**src/pgcs_map.svh**
```systemverilog
`ifndef PGCS_MAP_SVH
`define PGCS_MAP_SVH
// pll-free timing: system clock 200 MHz
`define PGCS_CLK_HZ          200000000
`define PGCS_FAST_OSC_HZ     1000000
`define PGCS_SLOW_OSC_HZ     500000
`define PGCS_SYNC_MIN_HZ     100000
`define PGCS_SYNC_MAX_HZ     5000000
// half periods in system cycles
`define PGCS_FAST_HALF       (`PGCS_CLK_HZ / (2 * `PGCS_FAST_OSC_HZ))
`define PGCS_SLOW_HALF       (`PGCS_CLK_HZ / (2 * `PGCS_SLOW_OSC_HZ))
// sync loss timeout: one slowest legal sync period, rounded up
`define PGCS_SYNC_TIMEOUT    ((`PGCS_CLK_HZ + `PGCS_SYNC_MIN_HZ - 1) / `PGCS_SYNC_MIN_HZ)
// edges seen before sync is trusted
`define PGCS_SYNC_EDGES      3
// power ok qualify count in reference cycles
`define PGCS_OK_COUNT        64
// register offsets and interrupt bit positions
`define PGCS_ADDR_STATUS     8'h00
`define PGCS_ADDR_MASK       8'h04
`define PGCS_ADDR_STATE      8'h08
`define PGCS_BIT_OK_RISE     0
`define PGCS_BIT_OK_FALL     1
`define PGCS_BIT_SYNC_CHG    2
`define PGCS_BIT_ENABLE_CHG  3
`define PGCS_NUM_EVENTS      4
`define PGCS_MASK_RESET      4'h0
`endif

```
**src/pgcs_pkg.sv**
```systemverilog
package pgcs_pkg;
  // wishbone request from master
  typedef struct packed {
    logic        cyc;
    logic        stb;
    logic        we;
    logic [7:0]  adr;
    logic [3:0]  sel;
    logic [31:0] dat;
  } pgcs_wb_req_t;

  // wishbone answer to master
  typedef struct packed {
    logic        ack;
    logic [31:0] dat;
  } pgcs_wb_rsp_t;

  // qualifier phase
  typedef enum logic [1:0] {
    PGCS_OFF      = 2'b00,
    PGCS_QUALIFY  = 2'b01,
    PGCS_GOOD     = 2'b10,
    PGCS_DISQUAL  = 2'b11
  } pgcs_ok_state_t;

  // reference clock source
  typedef enum logic [0:0] {
    PGCS_SRC_INT  = 1'b0,
    PGCS_SRC_EXT  = 1'b1
  } pgcs_src_t;

  // pin side outputs
  typedef struct packed {
    logic power_ok_flag_oe;
    logic inverted_clock_out_oe;
    logic softstart_node_oe;
    logic switch_out_en;
    logic high_side_on;
    logic enabled;
  } pgcs_pins_t;
endpackage

```
**src/pgcs_ok_qual.sv**
```systemverilog
`timescale 1ns/1ps
`include "pgcs_map.svh"
// window qualifier: counts reference ticks while window state disagrees with flag
module pgcs_ok_qual #(
  parameter int COUNT = `PGCS_OK_COUNT
) (
  // clock and reset
  input  wire logic clk_i,
  input  wire logic rst_i,
  // controls
  input  wire logic hold_i,
  input  wire logic tick_i,
  input  wire logic in_window_i,
  // result
  output logic      ok_o,
  output pgcs_pkg::pgcs_ok_state_t state_o
);
  import pgcs_pkg::*;

  typedef struct packed {
    pgcs_ok_state_t st;
    logic [7:0]     cnt;
    logic           ok;
  } pgcs_qual_state_t;

  pgcs_qual_state_t s_r;
  pgcs_qual_state_t s_nxt;

  localparam logic [7:0] LAST = 8'(COUNT - 1);

  // next state of the one counter shared by rise and fall
  always_comb
  begin
    s_nxt = s_r;
    case (s_r.st)
      PGCS_OFF:
      begin
        s_nxt.cnt = 8'h00;
        s_nxt.ok  = 1'b0;
        if (in_window_i)
          s_nxt.st = PGCS_QUALIFY;
      end
      PGCS_QUALIFY:
      begin
        if (!in_window_i)
        begin
          s_nxt.cnt = 8'h00;
          s_nxt.st  = PGCS_OFF;
        end
        else if (tick_i)
        begin
          if (s_r.cnt == LAST)
          begin
            s_nxt.ok  = 1'b1;
            s_nxt.cnt = 8'h00;
            s_nxt.st  = PGCS_GOOD;
          end
          else
            s_nxt.cnt = s_r.cnt + 8'h01;
        end
      end
      PGCS_GOOD:
      begin
        s_nxt.cnt = 8'h00;
        if (!in_window_i)
          s_nxt.st = PGCS_DISQUAL;
      end
      PGCS_DISQUAL:
      begin
        if (in_window_i)
        begin
          s_nxt.cnt = 8'h00;
          s_nxt.st  = PGCS_GOOD;
        end
        else if (tick_i)
        begin
          if (s_r.cnt == LAST)
          begin
            s_nxt.ok  = 1'b0;
            s_nxt.cnt = 8'h00;
            s_nxt.st  = PGCS_OFF;
          end
          else
            s_nxt.cnt = s_r.cnt + 8'h01;
        end
      end
      default:
      begin
        s_nxt.st = PGCS_OFF;
      end
    endcase
    if (hold_i)
    begin
      s_nxt.st  = PGCS_OFF;
      s_nxt.cnt = 8'h00;
      s_nxt.ok  = 1'b0;
    end
  end

  // state register
  always_ff @(posedge clk_i)
  begin
    if (rst_i)
    begin
      s_r.st  <= PGCS_OFF;
      s_r.cnt <= 8'h00;
      s_r.ok  <= 1'b0;
    end
    else
      s_r <= s_nxt;
  end

  assign ok_o    = s_r.ok;
  assign state_o = s_r.st;
endmodule

```
**src/pgcs_top.sv**
```systemverilog
// Design decisions made here: the address map and the Wishbone slave port.
`timescale 1ns/1ps
`include "pgcs_map.svh"
module pgcs_top #(
  parameter int SYNC_TIMEOUT = `PGCS_SYNC_TIMEOUT,
  parameter int FAST_HALF    = `PGCS_FAST_HALF,
  parameter int SLOW_HALF    = `PGCS_SLOW_HALF
) (
  // clock and reset
  input  wire logic                 clk_i,
  input  wire logic                 rst_i,
  // wishbone slave
  input  pgcs_pkg::pgcs_wb_req_t    wb_req_i,
  output pgcs_pkg::pgcs_wb_rsp_t    wb_rsp_o,
  // analog comparator flags and pins
  input  wire logic                 window_ok_i,
  input  wire logic                 lockout_clear_i,
  input  wire logic                 shutdown_n_input_i,
  input  wire logic                 sync_strap_i,
  // outputs
  output pgcs_pkg::pgcs_pins_t      pins_o,
  output logic                      power_ok_flag_o,
  output logic                      ref_clk_o,
  output logic                      irq_o
);
  import pgcs_pkg::*;

  localparam int NE = `PGCS_NUM_EVENTS;

  typedef struct packed {
    logic [1:0]  win_s;
    logic [1:0]  lock_s;
    logic [1:0]  sdn_s;
    logic [1:0]  sync_s;
    logic        sync_d;
    logic [27:0] sync_tmo;
    logic [1:0]  sync_edges;
    pgcs_src_t   src;
    logic [15:0] osc_cnt;
    logic        osc;
    logic        ref_clk;
    logic        enabled;
    logic        ok_d;
    logic [NE-1:0] status;
    logic [NE-1:0] mask;
    logic        irq;
    pgcs_pins_t  pins;
    pgcs_wb_rsp_t rsp;
  } pgcs_top_state_t;

  pgcs_top_state_t s_r;
  pgcs_top_state_t s_nxt;

  logic           ok_q;
  logic           hold;
  logic           tick;
  logic           sync_rise;
  logic [15:0]    half;
  logic [NE-1:0]  evt;
  logic [NE-1:0]  clr;
  logic           wb_hit;
  logic [31:0]    rd;
  pgcs_ok_state_t ok_state;

  // enable gating and reference tick
  assign hold      = !(s_r.lock_s[1] && s_r.sdn_s[1]);
  assign sync_rise = s_r.sync_s[1] && !s_r.sync_d;
  assign half      = sync_strap_level() ? 16'(FAST_HALF) : 16'(SLOW_HALF);
  // tick on reference rising edge; the rising edge counts window cycles
  assign tick      = s_nxt.ref_clk && !s_r.ref_clk;

  // strap level for oscillator choice, already synchronised
  function automatic logic sync_strap_level();
    return s_r.sync_s[1];
  endfunction

  // power ok qualifier on reference ticks; window flag from comparator
  pgcs_ok_qual #(
    .COUNT (`PGCS_OK_COUNT)
  ) u_qual (
    .clk_i       (clk_i),
    .rst_i       (rst_i),
    .hold_i      (hold),
    .tick_i      (tick),
    .in_window_i (s_r.win_s[1]),
    .ok_o        (ok_q),
    .state_o     (ok_state)
  );

  // bus hit and read mux
  assign wb_hit = wb_req_i.cyc && wb_req_i.stb && !s_r.rsp.ack;
  always_comb
  begin
    rd = 32'h0000_0000;
    case (wb_req_i.adr)
      `PGCS_ADDR_STATUS: rd = {{(32-NE){1'b0}}, s_r.status};
      `PGCS_ADDR_MASK:   rd = {{(32-NE){1'b0}}, s_r.mask};
      `PGCS_ADDR_STATE:  rd = {26'h0, ok_state, s_r.src, s_r.enabled, ok_q, s_r.ref_clk};
      default:           rd = 32'h0000_0000;
    endcase
  end

  // write-one clears of the status bits
  assign clr = (wb_hit && wb_req_i.we && wb_req_i.sel[0] && wb_req_i.adr == `PGCS_ADDR_STATUS)
             ? wb_req_i.dat[NE-1:0] : {NE{1'b0}};

  // next state of everything
  always_comb
  begin
    s_nxt = s_r;
    // pin synchronisers, first stage read only by second
    s_nxt.win_s  = {s_r.win_s[0], window_ok_i};
    s_nxt.lock_s = {s_r.lock_s[0], lockout_clear_i};
    s_nxt.sdn_s  = {s_r.sdn_s[0], shutdown_n_input_i};
    s_nxt.sync_s = {s_r.sync_s[0], sync_strap_i};
    s_nxt.sync_d = s_r.sync_s[1];
    // sync activity detector
    if (sync_rise)
    begin
      s_nxt.sync_tmo = 28'h0;
      if (s_r.sync_edges != 2'(`PGCS_SYNC_EDGES))
        s_nxt.sync_edges = s_r.sync_edges + 2'h1;
    end
    else if (s_r.sync_tmo >= 28'(SYNC_TIMEOUT))
    begin
      s_nxt.sync_edges = 2'h0;
    end
    else
      s_nxt.sync_tmo = s_r.sync_tmo + 28'h1;
    s_nxt.src = (s_nxt.sync_edges == 2'(`PGCS_SYNC_EDGES)) ? PGCS_SRC_EXT : PGCS_SRC_INT;
    // internal oscillator divider
    if (s_r.osc_cnt >= half - 16'h1)
    begin
      s_nxt.osc_cnt = 16'h0;
      s_nxt.osc     = !s_r.osc;
    end
    else
      s_nxt.osc_cnt = s_r.osc_cnt + 16'h1;
    // reference selection
    s_nxt.ref_clk = (s_r.src == PGCS_SRC_EXT) ? s_r.sync_s[1] : s_r.osc;
    // enable and pin drive
    s_nxt.enabled                    = !hold;
    s_nxt.pins.enabled               = !hold;
    s_nxt.pins.switch_out_en         = s_r.sdn_s[1];
    s_nxt.pins.softstart_node_oe     = !s_r.sdn_s[1];
    // open drain low while reference high, giving the complement
    s_nxt.pins.inverted_clock_out_oe = s_nxt.ref_clk;
    s_nxt.pins.high_side_on          = !hold && s_r.ref_clk && !s_nxt.ref_clk;
    s_nxt.pins.power_ok_flag_oe      = !ok_q;
    s_nxt.ok_d                       = ok_q;
    // event sources, taken once the next clock source is known
    evt[`PGCS_BIT_OK_RISE]    = ok_q && !s_r.ok_d;
    evt[`PGCS_BIT_OK_FALL]    = !ok_q && s_r.ok_d;
    evt[`PGCS_BIT_SYNC_CHG]   = s_nxt.src != s_r.src;
    evt[`PGCS_BIT_ENABLE_CHG] = (!hold) != s_r.enabled;
    // sticky status, set wins over clear
    s_nxt.status = (s_r.status & ~clr) | evt;
    if (wb_hit && wb_req_i.we && wb_req_i.sel[0] && wb_req_i.adr == `PGCS_ADDR_MASK)
      s_nxt.mask = wb_req_i.dat[NE-1:0];
    s_nxt.irq = |(s_nxt.status & s_nxt.mask);
    // wishbone answer, one cycle after request
    s_nxt.rsp.ack = wb_hit;
    s_nxt.rsp.dat = wb_hit ? rd : 32'h0000_0000;
  end

  // state register
  always_ff @(posedge clk_i)
  begin
    if (rst_i)
    begin
      s_r      <= '0;
      s_r.mask <= `PGCS_MASK_RESET;
      // flag pin pulled low while in reset, ok is not yet qualified
      s_r.pins.power_ok_flag_oe <= 1'b1;
    end
    else
      s_r <= s_nxt;
  end

  // outputs
  assign wb_rsp_o        = s_r.rsp;
  assign pins_o          = s_r.pins;
  assign power_ok_flag_o = s_r.ok_d;
  assign ref_clk_o       = s_r.ref_clk;
  assign irq_o           = s_r.irq;
endmodule

```
**config.mk**
```make
export PLATFORM = sky130hd
export DESIGN_NAME = pgcs_top
export DESIGN_NICKNAME = d
export VERILOG_FILES = /design/src/pgcs_pkg.sv /design/src/pgcs_ok_qual.sv /design/src/pgcs_top.sv
export VERILOG_INCLUDE_DIRS = /design/src
export SDC_FILE = /design/constraint.sdc
export NUM_CORES = 1
export LEC_CHECK = 0
export ABC_AREA = 1
export BUFFER_PORTS_ARGS = -buffer_cell sky130_fd_sc_hd__buf_4
export CORE_MARGIN = 10
export CORE_UTILIZATION = 25
export DETAILED_ROUTE_END_ITERATION = 6
export SLEW_MARGIN = 20
export SYNTH_ARGS = -nofsm -noshare
export SYNTH_HDL_FRONTEND = slang
export SYNTH_SLANG_ARGS = --single-unit
```
**constraint.sdc**
```tcl
create_clock -name clk_i -period 2.2 [get_ports clk_i]
set_clock_uncertainty 0.1 [all_clocks]
set_input_delay 0.66 -clock clk_i [delete_from_list [all_inputs] [get_ports clk_i]]
set_output_delay 0.66 -clock clk_i [all_outputs]
set_load 0.05 [all_outputs]
```
# Word-level counts from Yosys, hierarchy flattened
# Cells that the tools add are included.
# totals
regBits	117
out_inout_bits	42
inputBits	53
# classes
n_lt_le_gt_ge	2
add_sub_neg	5
mux	24
bitwise_logic	6
n_eq_ne	22
reduce_logical	32
# op_table
operator	count
$pmux W10 S4	1
$add A28 B1 Y28 const B	1
$ge A28 B11 Y1 const B	1
$mux W11	2
$mux W10	2
$pmux W6 S3	1
$add A16 B1 Y16 const B	1
$ge A16 B16 Y1	1
$mux W8	2
$mux W2	7
$ne A2 B2 Y1 const B	7
$logic_and A1 B1 Y1	13
$sub A8 B1 Y9 const B	1
$add A8 B1 Y8 const B	1
$and A4 B4 Y4	2
$eq A8 B3 Y1 const B	1
$eq A8 B4 Y1 const B	1
$eq A8 B6 Y1 const B	1
$logic_not A1 Y1	8
$logic_not A8 Y1	1
$mux W4	2
$reduce_or A2 Y1	4
$reduce_and A7 Y1	1
$eq A2 B2 Y1 const B	3
16 further kinds	26

# Depth between registers and ports, before layout
# Gate-level depths: netlist of run 1.
# depth
depth_word	11
depth_mapped	11

# Modules after synthesis
# From an unflattened synthesis of run 1, not the netlist that was laid out.
# unflattened
hier_cells	516
hier_area_um2	4005.1
# modules_own_cells
module	area_each_um2	n_inst	seq_area_each_um2	cells_each
pgcs_top	3303.2	1	1601.5	417
pgcs_ok_qual	701.9	1	220.2	99

# Worst setup path before layout of run 1
# Ideal clock, no wire load.
# synth_path
path_type	input -> register
start	in wb_req_i[37] (netlist bit)
end	reg s_r (netlist bit irq_o)
t_arrival_ns	1.599
required_time_ns	1.988
path_buffers	0
slack_ns	0.389
setup_time_ns	0.112
path_stages	10
cell_sequence	nor2_1 -> nand3_1 -> nor2_2 -> nand3_1 -> nand2_1 -> o21ai_0 -> nand2_1 -> nand3_1 -> nand2_1 -> nand2_1
# synth_via
elab_chain_cells	8
# synth_lines
item	line_no	source
start: declaration	pgcs_top.sv:13	input pgcs_pkg::pgcs_wb_req_t wb_req_i,
$logic_not A8 Y1	--	
$logic_and A1 B1 Y1 (no source line)	--	
$mux W4	pgcs_top.sv:104	assign clr = (wb_hit && wb_req_i.we && wb_req_i.sel[0] && wb_req_i.adr == `PGCS_ADDR_STATUS)
$not A4 Y4	pgcs_top.sv:157	s_nxt.status = (s_r.status & ~clr) | evt;
$and A4 B4 Y4	pgcs_top.sv:157	
$or A4 B4 Y4	pgcs_top.sv:157	
$and A4 B4 Y4 *	pgcs_top.sv:160	s_nxt.irq = |(s_nxt.status & s_nxt.mask);
$reduce_or A4 Y1 *	pgcs_top.sv:160	
end signal: assignment	pgcs_top.sv:177	s_r <= s_nxt;
end: declaration	pgcs_top.sv:51	pgcs_top_state_t s_r;
# Mark *: on every way between the ends. The rest lies on a longest branch, timed or not.
# A chain may end at the register's enable or synchronous reset.

# Final worst setup path of run 1
# layout_path
start	reg s_r (netlist bit s_nxt[99])
end	reg s_r[54] (netlist bit)
# layout_via
elab_chain_cells	4
# layout_lines
item	line_no	source
$mux W8	pgcs_top.sv:68	assign half = sync_strap_level() ? 16'(FAST_HALF) : 16'(SLOW_HALF);
$sub A8 B1 Y9	pgcs_top.sv:132	if (s_r.osc_cnt >= half - 16'h1)
$ge A16 B16 Y1	pgcs_top.sv:132	
$reduce_or A2 Y1 (no source line)	--	
# Every way passes these cells.

==> metrics.csv, run 1 <==
stage,metric,value,unit
global_route,GR peak layer,met2,
route,DRC viols,0,
run,MaxCap Viol Count,0,
finish,final net count,623,
clock_tree,"CTS clk-pin slew, worst paths",0.07,ns
finish,"Design Area, Final",4681,sq um
sta,Final Hold Fails,0,
power_and_ir_drop,total power,3.678,mW
global_route,initial antenna violation count,0,
sta,Setup WS post-layout,0.3652,ns
route,initial drt markers,126,
setup_path,crit start category,flop,
placed_design,Area after DPL,4329,sq um
synthesis,Synth cell types,35,
sta,"Slew Viols, Final",0,
floorplanning,die area,21100,sq um
global_route,met1 usage,0.08298,
clock_tree,total CTS buffers,9,
finish,filler instances,1681,
clock_tree,post-CTS resize count,0,
synthesis,Post-synth EDFFs,0,
floorplanning,Die Y,145.3,microns
sta,Fmax,545.0,MHz
sta,final setup fails,0,
synthesis,Synth async-reset ratio,0,
global_route,GR met2 Demand/Resource,0.1104,
global_route,Tot GR Track Use,0.07003,
clock_tree,CTS tree,done,
clock_tree,buffer count from post-CTS setup fixing,0,
synthesis,Main synth FF type,dfxtp_1,
global_route,first-pass GRT wire length,12600,microns
finish,# diodes,0,
power_and_ir_drop,Power Density,785.8,nW/um^2
min_path,worst hold path type,flop to flop,
route,Vias/cell,3.845,
synthesis,main area contributors after synthesis,"dfxtp_1 (46%), nand2_1 (8.0%), inv_1 (7.6%), nor2_1 (7.6%), buf_4 (7.5%)",
placed_design,DPL Wire Length,5544,microns
clock_tree,Sink Count,91,
power_and_ir_drop,peak supply drop,0.0003395,V
placed_design,Final GP Congestion,0.8020,
setup_path,Worst Path Required,2.36,ns
finish,"commonest cells after routing, fill and taps aside","dfxtp_1 (91), nand2_1 (84), inv_1 (79), nor2_1 (79), buf_4 (46)",
floorplanning,initial core utilization,0.2561,
global_route,total grt overflow,0,
floorplanning,core area,15310,sq um
sta,setup TNS,0,ns
synthesis,mapped cell area,3923,sq um
setup_path,CP Capture Type,flop,
placed_design,PortBufs,37,
route,drt total wl,7258,microns
placed_design,placed cell count,763,
finish,Area Growth Syn to Fin,19.33,%
synthesis,Synth Warn #,0,
placed_design,DP Worst Slack,0.1465,ns
clock_tree,hold_buf cts,0,
route,post-route ant nets,0,
synthesis,Synth area leader,dfxtp_1,
sta,RSZ-0062 raised after global routing,false,
route,vias,2995,
floorplanning,DIE WIDTH,145.3,microns
sta,hold slack,0.3021,ns
global_route,number of global-route vias before repair,2866,
route,TritonRoute pass-1 iters,4,
sta,crit share post-route,0.8340,
setup_path,worst-path maximum fanout,9,
synthesis,share of the synthesized area in the top cell type,0.4644,
floorplanning,Ports,95,
global_route,largest net degree at the start of global routing,26,
synthesis,sequential fraction of the synthesis area,0.4644,
setup_path,Critical Path AT,1.99,ns
synthesis,Post-Syn Area per Cell,7.558,sq um
clock_tree,latest clock arrival within the worst-skew pair,0.33,ns
finish,layout cell share with drive strength beyond 1,0.1408,
finish,"most common cell after layout, fill and taps aside",dfxtp_1,
finish,final std cells w/o fill,779,
clock_tree,Root Buffer,clkbuf_16,
power_and_ir_drop,LEAKAGE,2.043,nW
setup_path,Setup CP Type,flop to flop,
clock_tree,clock buffer depth,2,
floorplanning,Row Count,45,
route,WL/cell,9.317,microns
synthesis,cells after synthesis,519,
clock_tree,H-tree depth,3,
synthesis,"FF+latch count, synth",91,
finish,final design utilization,0.3056,
global_route,M3 GR Usage,0.02297,
run_status,status,completed,
sta,minimum clock period,1.835,ns
## worst max-delay path: stages (launching register included)
cell and delay (ns):
dfxtp_1 0.37, inv_1 0.10, ha_1 0.30, a21o_1 0.18, a21oi_1 0.16, nand4_1 0.34
nor3_1 0.22
## logic make-up (layout without fill, tap and decap cells)
| logic type | Yosys count | in the layout | share of synthesized area |
|---|---|---|---|
| other cells | 1 | 33 | 0.0009560 |
| xor+xnor | 9 | 9 | 0.02010 |
| buf+inv | 127 | 144 | 0.1608 |
| fa+ha+maj | 7 | 7 | 0.02233 |
| flops | 91 | 91 | 0.4644 |
| compound gates | 52 | 52 | 0.07209 |
| simple gates | 232 | 232 | 0.2593 |
## power breakdown
part           switching (mW)  leakage, nW  internal, mW
combinational           0.176         1.13        0.0526
sequential             0.0125        0.739          1.67
clock                   0.622        0.173          1.14
## routing by layer
layer | wire length (microns) | up-vias | part of all wire
met2 | 3077 | 67 | 0.42
met5 | 0 | - | 0
met4 | 133 | 0 | 0.018
met1 | 3615 | 1293 | 0.50
li1 | - | 1627 | -
met3 | 432 | 8 | 0.060
## flip-flops by register name, summed over array words and instances (netlist names), named ones only
name and cells:
u_qual.state_o 1, s_nxt 6, power_ok_flag_o 1, wb_rsp_o 7
u_qual.s_r 8, u_qual.ok_o 1, irq_o 1, s_r 59
pins_o 6
## Yosys cell counts, types with 2 or more instances
| cell | count |
|---|---|
| a21oi_1 | 25 |
| a31oi_1 | 4 |
| buf_4 | 39 |
| clkbuf_1 | 4 |
| dfxtp_1 | 91 |
| ha_1 | 7 |
| inv_1 | 79 |
| inv_2 | 3 |
| nand2_1 | 84 |
| nand2_2 | 2 |
| nand3_1 | 33 |
| nand3b_1 | 2 |
| nand4_1 | 7 |
| nor2_1 | 79 |
| nor2_2 | 8 |
| nor2_4 | 2 |
| nor3_1 | 9 |
| o21a_1 | 3 |
| o21ai_0 | 15 |
| xnor2_1 | 2 |
| xor2_1 | 7 |
## cell type report
cell class	count	area (sq um)	share of cell area
clock buffer	10	239.0	0.05106
clock inverter	6	112.6	0.02406
inverter	82	307.8	0.06576
multi-input combinational	333	1590	0.3397
sequential	91	1822	0.3892
tap	211	264.0	0.05640
timing repair buffer	46	345.3	0.07378
## path summary, 6_finish.rpt
check                   startpoint             endpoint  slack (ns)  cells past startpoint
max reg2reg   s_nxt[99]$_SDFF_PP0_   s_r[54]$_SDFF_PP0_        0.37                      6
min          s_nxt[107]$_SDFF_PP0_  s_r[107]$_SDFF_PP0_        0.30                      2
max           s_nxt[99]$_SDFF_PP0_   s_r[54]$_SDFF_PP0_        0.37                      6
min reg2reg  s_nxt[107]$_SDFF_PP0_  s_r[107]$_SDFF_PP0_        0.30                      2
(Power assumes the default switching activity.)
==> inputs of run 2 (changes only) <==
==> constraint.sdc (replaced) <==
create_clock -name clk_i -period 1.7 [get_ports clk_i]
set_clock_uncertainty 0.1 [all_clocks]
set_input_delay 0.51 -clock clk_i [delete_from_list [all_inputs] [get_ports clk_i]]
set_output_delay 0.51 -clock clk_i [all_outputs]
set_load 0.05 [all_outputs]
==> metrics.csv, run 2 (same netlist as run 1, synthesis figures left out) <==
stage,metric,value,unit,change
finish,layout cell share with drive strength beyond 1,0.1935,,+0.05265
global_route,GR met2 Demand/Resource,0.1072,,-0.003199
setup_path,CP max-delay cell,dfxtp_1,,
global_route,initial antenna violation count,0,,unchanged
route,WL/cell,9.454,microns,+1.5%
route,TritonRoute pass-1 iters,4,,unchanged
global_route,Tot GR Track Use,0.07190,,+0.001873
route,DRC viols,0,,unchanged
finish,"commonest cells after routing, fill and taps aside","dfxtp_1 (88), nand2_1 (84), inv_1 (78), nor2_1 (75), buf_4 (62)",,
setup_path,worst-path maximum fanout,9,,unchanged
power_and_ir_drop,peak supply drop,0.0003531,V,+4.0%
setup_path,Critical Path Max Stage Delay,0.34,ns,-0.03 ns
sta,crit share post-route,0.9656,,+0.1316
setup_path,crit start category,flop,,
sta,Fmax,609.2,MHz,+12%
clock_tree,H-tree depth,3,,unchanged
floorplanning,Ports,95,,unchanged
finish,Top reg by flops,s_r,,
setup_path,Setup CP Type,flop to flop,,
clock_tree,total CTS buffers,9,,unchanged
global_route,met1 usage,0.09237,,+0.009391
finish,# diodes,0,,unchanged
sta,worst rel slew slack,0.6492,,
route,post-route ant nets,0,,unchanged
clock_tree,Root Buffer,clkbuf_16,,
floorplanning,die area,21100,sq um,unchanged
global_route,largest net degree at the start of global routing,26,,unchanged
global_route,total grt overflow,0,,unchanged
setup_path,Reg2Reg Setup Slack,0.06,ns,-0.31 ns
sta,hold slack,0.2704,ns,-0.03166 ns
setup_path,Worst Path Required,1.87,ns,-0.49 ns
global_route,GR peak layer,met2,,
floorplanning,initial core utilization,0.2561,,unchanged
sta,"Slew Viols, Final",0,,unchanged
finish,"most common cell after layout, fill and taps aside",dfxtp_1,,
min_path,hold depth,3,,+1
clock_tree,latest clock arrival within the worst-skew pair,0.34,ns,about the same
sta,final setup fails,0,,unchanged
floorplanning,DIE WIDTH,145.3,microns,unchanged
run,MaxCap Viol Count,0,,unchanged
placed_design,Final GP Congestion,0.7749,,-3.4%
power_and_ir_drop,LEAKAGE,2.103,nW,+2.9%
sta,Worst Tran Pin Value,0.5217,ns,
sta,RSZ-0062 raised after global routing,true,,
finish,final std cells w/o fill,795,,+2.1%
clock_tree,CTS tree,done,,
route,vias,3016,,+0.70%
min_path,worst hold path type,input pin to flop,,
power_and_ir_drop,Power Density,940.4,nW/um^2,+20%
global_route,first-pass GRT wire length,13030,microns,+3.5%
route,drt total wl,7516,microns,+3.6%
placed_design,PortBufs,37,,unchanged
floorplanning,core area,15310,sq um,unchanged
run_status,status,completed,,
sta,minimum clock period,1.641,ns,-0.1933 ns
route,initial drt markers,107,,-15%
route,Vias/cell,3.794,,-1.3%
floorplanning,Die Y,145.3,microns,unchanged
clock_tree,hold_buf cts,0,,unchanged
clock_tree,"CTS clk-pin slew, worst paths",0.06,ns,about the same
placed_design,DPL Wire Length,5629,microns,+1.5%
global_route,number of global-route vias before repair,2870,,+0.14%
sta,Final Hold Fails,0,,unchanged
finish,final design utilization,0.3152,,+0.009559
finish,final net count,639,,+2.6%
clock_tree,Sink Count,91,,unchanged
finish,max reg flops,59,,unchanged
placed_design,placed cell count,778,,+2.0%
setup_path,CP Capture Type,flop,,
setup_path,R2R cell count,7,,+1
global_route,M3 GR Usage,0.01801,,-0.004967
floorplanning,Row Count,45,,unchanged
setup_path,critical-path cell list,inv_1 > ha_1 > a21o_1 > a21oi_2 > nand4_1 > buf_4 > nor3_1,,
setup_path,Critical Path AT,1.81,ns,-0.18 ns
clock_tree,clock buffer depth,2,,unchanged
finish,Area Growth Syn to Fin,23.06,%,
## run 2: area by class of cell
| type | instances | area (sq um) |
|---|---|---|
| fillers | 1664 | 10490 |
| flip-flops and latches | 91 | 1826 |
| multi-input cells | 333 | 1649 |
| repair buffers | 62 | 465.4 |
| inverters | 82 | 310.3 |
| well taps | 211 | 264.0 |
| clock buffers | 11 | 252.7 |
| clock inverters | 5 | 60.06 |
## run 2: critical path, delay by kind of cell, from the launching register on
| family | cells | cell delay, ns |
|---|---|---|
| AOI/OAI and AO/OA | 2 | 0.34 |
| adders and majority gates | 1 | 0.30 |
| buffers and inverters | 2 | 0.27 |
| DFF | 1 | 0.34 |
| and+or+nand+nor | 2 | 0.21 |
## run 2: power by group
| part | switching, mW | internal, mW | total [mW] |
|---|---|---|---|
| Combinational | 0.232 | 0.0783 | 0.310 |
| Sequential | 0.0155 | 2.17 | 2.18 |
| Clock | 0.825 | 1.22 | 2.05 |
## run 2: final timing paths
| check | end | from |
|---|---|---|
| worst max-delay path | s_r[54]$_SDFF_PP0_ | s_nxt[99]$_SDFF_PP0_ |
| worst min-delay path | s_nxt[103]$_SDFF_PP0_ | shutdown_n_input_i |
| worst max register to register | s_r[54]$_SDFF_PP0_ | s_nxt[99]$_SDFF_PP0_ |
| worst min register to register | s_nxt[99]$_SDFF_PP0_ | s_nxt[101]$_SDFF_PP0_ |
## run 2: timing repair
item	CTS	global route
setup buffers	0	1
gates resized for setup	0	24
setup endpoints to repair	0	27
## run 2: stage by stage
step	total power, mW	worst slack (ns)	setup TNS [ns]	area, sq um
after global placement	2.534	-0.1648	-0.7168	4442
after floorplan	2.501	0.03911	0	4043
final	4.540	0.05853	0	4827
after global routing	4.728	-0.03586	-0.1708	4827
after detailed placement	2.536	-0.1771	-0.7698	4442
after CTS	4.610	0.02856	0	4755
## run 2: routing by layer
| metal | wire, microns | share of wire |
|---|---|---|
| met5 | 0 | 0 |
| met4 | 173 | 0.023 |
| met3 | 347 | 0.046 |
| met2 | 3172 | 0.42 |
| met1 | 3822 | 0.51 |
==> inputs of run 3 (changes only) <==
--- a/config.mk
+++ b/config.mk
@@ -14,4 +14,5 @@
 export SLEW_MARGIN = 20
 export SYNTH_ARGS = -nofsm -noshare
 export SYNTH_HDL_FRONTEND = slang
+export SYNTH_HIERARCHICAL = 1
 export SYNTH_SLANG_ARGS = --single-unit
==> constraint.sdc (replaced) <==
create_clock -name clk_i -period 2 [get_ports clk_i]
set_clock_uncertainty 0.1 [all_clocks]
set_input_delay 0.6 -clock clk_i [delete_from_list [all_inputs] [get_ports clk_i]]
set_output_delay 0.6 -clock clk_i [all_outputs]
set_load 0.05 [all_outputs]
==> metrics.csv, run 3 <==
stage,metric,value,unit,change
run_status,status,completed,,
synthesis,Synth area leader,dfxtp_1,,
synthesis,Post-synth EDFFs,0,,unchanged
finish,Area Growth Syn to Fin,17.09,%,
setup_path,Setup CP Type,flop to flop,,
sta,Fmax,564.2,MHz,-7.4%
placed_design,DP Worst Slack,0.05094,ns,+0.2280 ns
clock_tree,buffer count from post-CTS setup fixing,0,,unchanged
setup_path,crit start category,flop,,
synthesis,Post-Syn Area per Cell,7.762,sq um,+2.7%
sta,Setup WS post-layout,0.2276,ns,+0.1691 ns
route,initial drt markers,123,,+15%
placed_design,Final GP Congestion,0.8217,,+6.0%
clock_tree,total CTS buffers,9,,unchanged
min_path,worst hold path type,flop to flop,,
floorplanning,DIE WIDTH,146.6,microns,+0.90%
sta,final setup fails,0,,unchanged
finish,final design utilization,0.2974,,-0.01783
setup_path,worst-path maximum fanout,8,,-1
synthesis,main area contributors after synthesis,"dfxtp_1 (45%), nor2_1 (8.5%), buf_4 (7.7%), nand2_1 (7.6%), inv_1 (6.5%)",,
route,drt total wl,7492,microns,-0.32%
finish,"Design Area, Final",4690,sq um,-2.9%
global_route,met1 usage,0.08743,,-0.004944
sta,Final Hold Fails,0,,unchanged
clock_tree,clock buffer depth,2,,unchanged
synthesis,mapped cell area,4005,sq um,+2.1%
setup_path,Worst Path Required,2.14,ns,+0.27 ns
route,Vias/cell,3.814,,+0.54%
floorplanning,die area,21480,sq um,+1.8%
sta,crit share post-route,0.8862,,-0.07939
finish,# diodes,0,,unchanged
sta,"Slew Viols, Final",0,,unchanged
synthesis,most frequent cells after synthesis,"dfxtp_1 (91), nor2_1 (91), nand2_1 (81), inv_1 (69), buf_4 (41)",,
synthesis,Synth Warn #,6,,+6
finish,"commonest cells after routing, fill and taps aside","nor2_1 (91), dfxtp_1 (90), nand2_1 (81), inv_1 (69), buf_4 (47)",,
finish,filler instances,1748,,+5.0%
run,MaxCap Viol Count,0,,unchanged
global_route,total grt overflow,0,,unchanged
setup_path,CP Launch Point,s_nxt[99]$_SDFF_PP0_,,
finish,"most common cell after layout, fill and taps aside",nor2_1,,
power_and_ir_drop,LEAKAGE,2.047,nW,-2.6%
sta,minimum clock period,1.772,ns,+0.1309 ns
clock_tree,latest clock arrival within the worst-skew pair,0.34,ns,about the same
min_path,min-delay src,s_nxt[101]$_SDFF_PP0_,,
synthesis,sequential fraction of the synthesis area,0.4549,,-0.009576
finish,max reg flops,59,,unchanged
synthesis,Synth async-reset ratio,0,,unchanged
power_and_ir_drop,peak supply drop,0.0003997,V,+13%
finish,final net count,619,,-3.1%
global_route,largest net degree at the start of global routing,21,,-19%
power_and_ir_drop,Power Density,787.5,nW/um^2,-16%
route,vias,2975,,-1.4%
finish,multi-input logic area,1683,sq um,+2.0%
global_route,first-pass GRT wire length,13080,microns,+0.37%
global_route,Tot GR Track Use,0.07299,,+0.001093
global_route,number of global-route vias before repair,2856,,-0.49%
route,DRC viols,0,,unchanged
finish,register area,1823,sq um,-0.14%
route,WL/cell,9.605,microns,+1.6%
synthesis,share of the synthesized area in the top cell type,0.4549,,-0.009576
clock_tree,CTS tree,done,,
sta,setup TNS,0,ns,unchanged
synthesis,"FF+latch count, synth",91,,unchanged
placed_design,PortBufs,37,,unchanged
floorplanning,Die Y,146.6,microns,+0.90%
floorplanning,Ports,95,,unchanged
sta,RSZ-0062 raised after global routing,false,,
setup_path,Critical Path AT,1.91,ns,+0.10 ns
global_route,M3 GR Usage,0.03337,,+0.01537
global_route,GR peak layer,met2,,
synthesis,Main synth FF type,dfxtp_1,,
finish,layout cell share with drive strength beyond 1,0.1613,,-0.03215
floorplanning,core area,15770,sq um,+3.0%
clock_tree,H-tree depth,3,,unchanged
route,post-route ant nets,0,,unchanged
synthesis,Synth cell types,38,,+8.6%
synthesis,cells after synthesis,516,,-0.58%
finish,Top reg by flops,s_r,,
placed_design,placed cell count,764,,-1.8%
floorplanning,Row Count,46,,+2.2%
placed_design,Area after DPL,4408,sq um,-0.76%
route,TritonRoute pass-1 iters,4,,unchanged
floorplanning,initial core utilization,0.2540,,-0.002160
finish,final std cells w/o fill,780,,-1.9%
setup_path,RR Startpoint,s_nxt[99]$_SDFF_PP0_,,
setup_path,CP Capture Type,flop,,
clock_tree,Sink Count,91,,unchanged
clock_tree,Root Buffer,clkbuf_16,,
placed_design,DPL Wire Length,5719,microns,+1.6%
clock_tree,"CTS clk-pin slew, worst paths",0.06,ns,about the same
global_route,initial antenna violation count,0,,unchanged
global_route,GR met2 Demand/Resource,0.1103,,+0.003152
run 3: cell types whose count changed after synthesis, sizes merged, moves of 2 or more:
cell | before | now
a21oi | 25 | 21
buf | 41 | 44
inv | 82 | 73
nand2 | 86 | 88
nand4 | 7 | 10
nor2 | 89 | 100
nor3 | 11 | 7
o21ai | 16 | 7
run 3: report_power, final:
part | internal [mW] | switching (mW) | total [mW]
Clock | 0.880 | 0.696 | 1.58
Combinational | 0.0637 | 0.197 | 0.261
Sequential | 1.84 | 0.0154 | 1.86
Total | 2.78 | 0.909 | 3.69
run 3: cell families after synthesis:
logic type | count (synthesis) | synth area share
other | 1 | 0.0009363
AND/OR/NAND/NOR | 247 | 0.2880
adder cells (fa/ha/maj) | 7 | 0.02187
buffers and inverters | 121 | 0.1550
AO/OA/AOI/OAI | 39 | 0.05748
XOR/XNOR | 10 | 0.02187
flip-flops | 91 | 0.4549
run 3: timing repair:
item                       4_1_cts  5_1_grt
gates resized for setup          0        1
hold buffers                     0        0
setup endpoints to repair        0        3
run 3: critical path, cell delays in order (launching register included):
cell and delay [ns]:
dfxtp_2 0.36, inv_1 0.09, nand2_1 0.06, o21ai_0 0.13
nor2_1 0.20, buf_4 0.16, nor2_4 0.04, nand2_4 0.08
nand2_8 0.07, nor2_1 0.09, nand3_1 0.12, nor2_1 0.12
nor2_1 0.05
run 3: cell type report:
class | instances | share of cell area
clock buffers | 11 | 0.05176
clock inverters | 5 | 0.008004
inverters | 74 | 0.05977
well taps | 216 | 0.05763
multi-input cells | 336 | 0.3589
repair buffers | 47 | 0.07524
flip-flops and latches | 91 | 0.3887
run 3: path summary, 6_finish.rpt:
| kind | endpoint | slack (ns) | cells past startpoint |
|---|---|---|---|
| hold / removal | s_nxt[99]$_SDFF_PP0_ | 0.30 | 2 |
| hold reg to reg | s_nxt[99]$_SDFF_PP0_ | 0.30 | 2 |
| setup reg to reg | flop | 0.23 | 12 |
| setup / recovery | flop | 0.23 | 12 |
run 3: through the flow:
stage / total power [mW] / hold slack [ns]
floorplan: 2.131 / 0.2883
global placement: 2.155 / 0.3015
detailed placement: 2.157 / 0.2977
CTS: 3.747 / 0.3061
global route: 3.850 / 0.3171
finish: 3.693 / 0.2952
run 3: layer usage:
layer	wire length (microns)	part of all wire	vias up
li1	-	-	1616
met3	499	0.067	7
met1	3620	0.48	1290
met2	3277	0.44	62
met5	0	0	-
met4	94	0.013	0
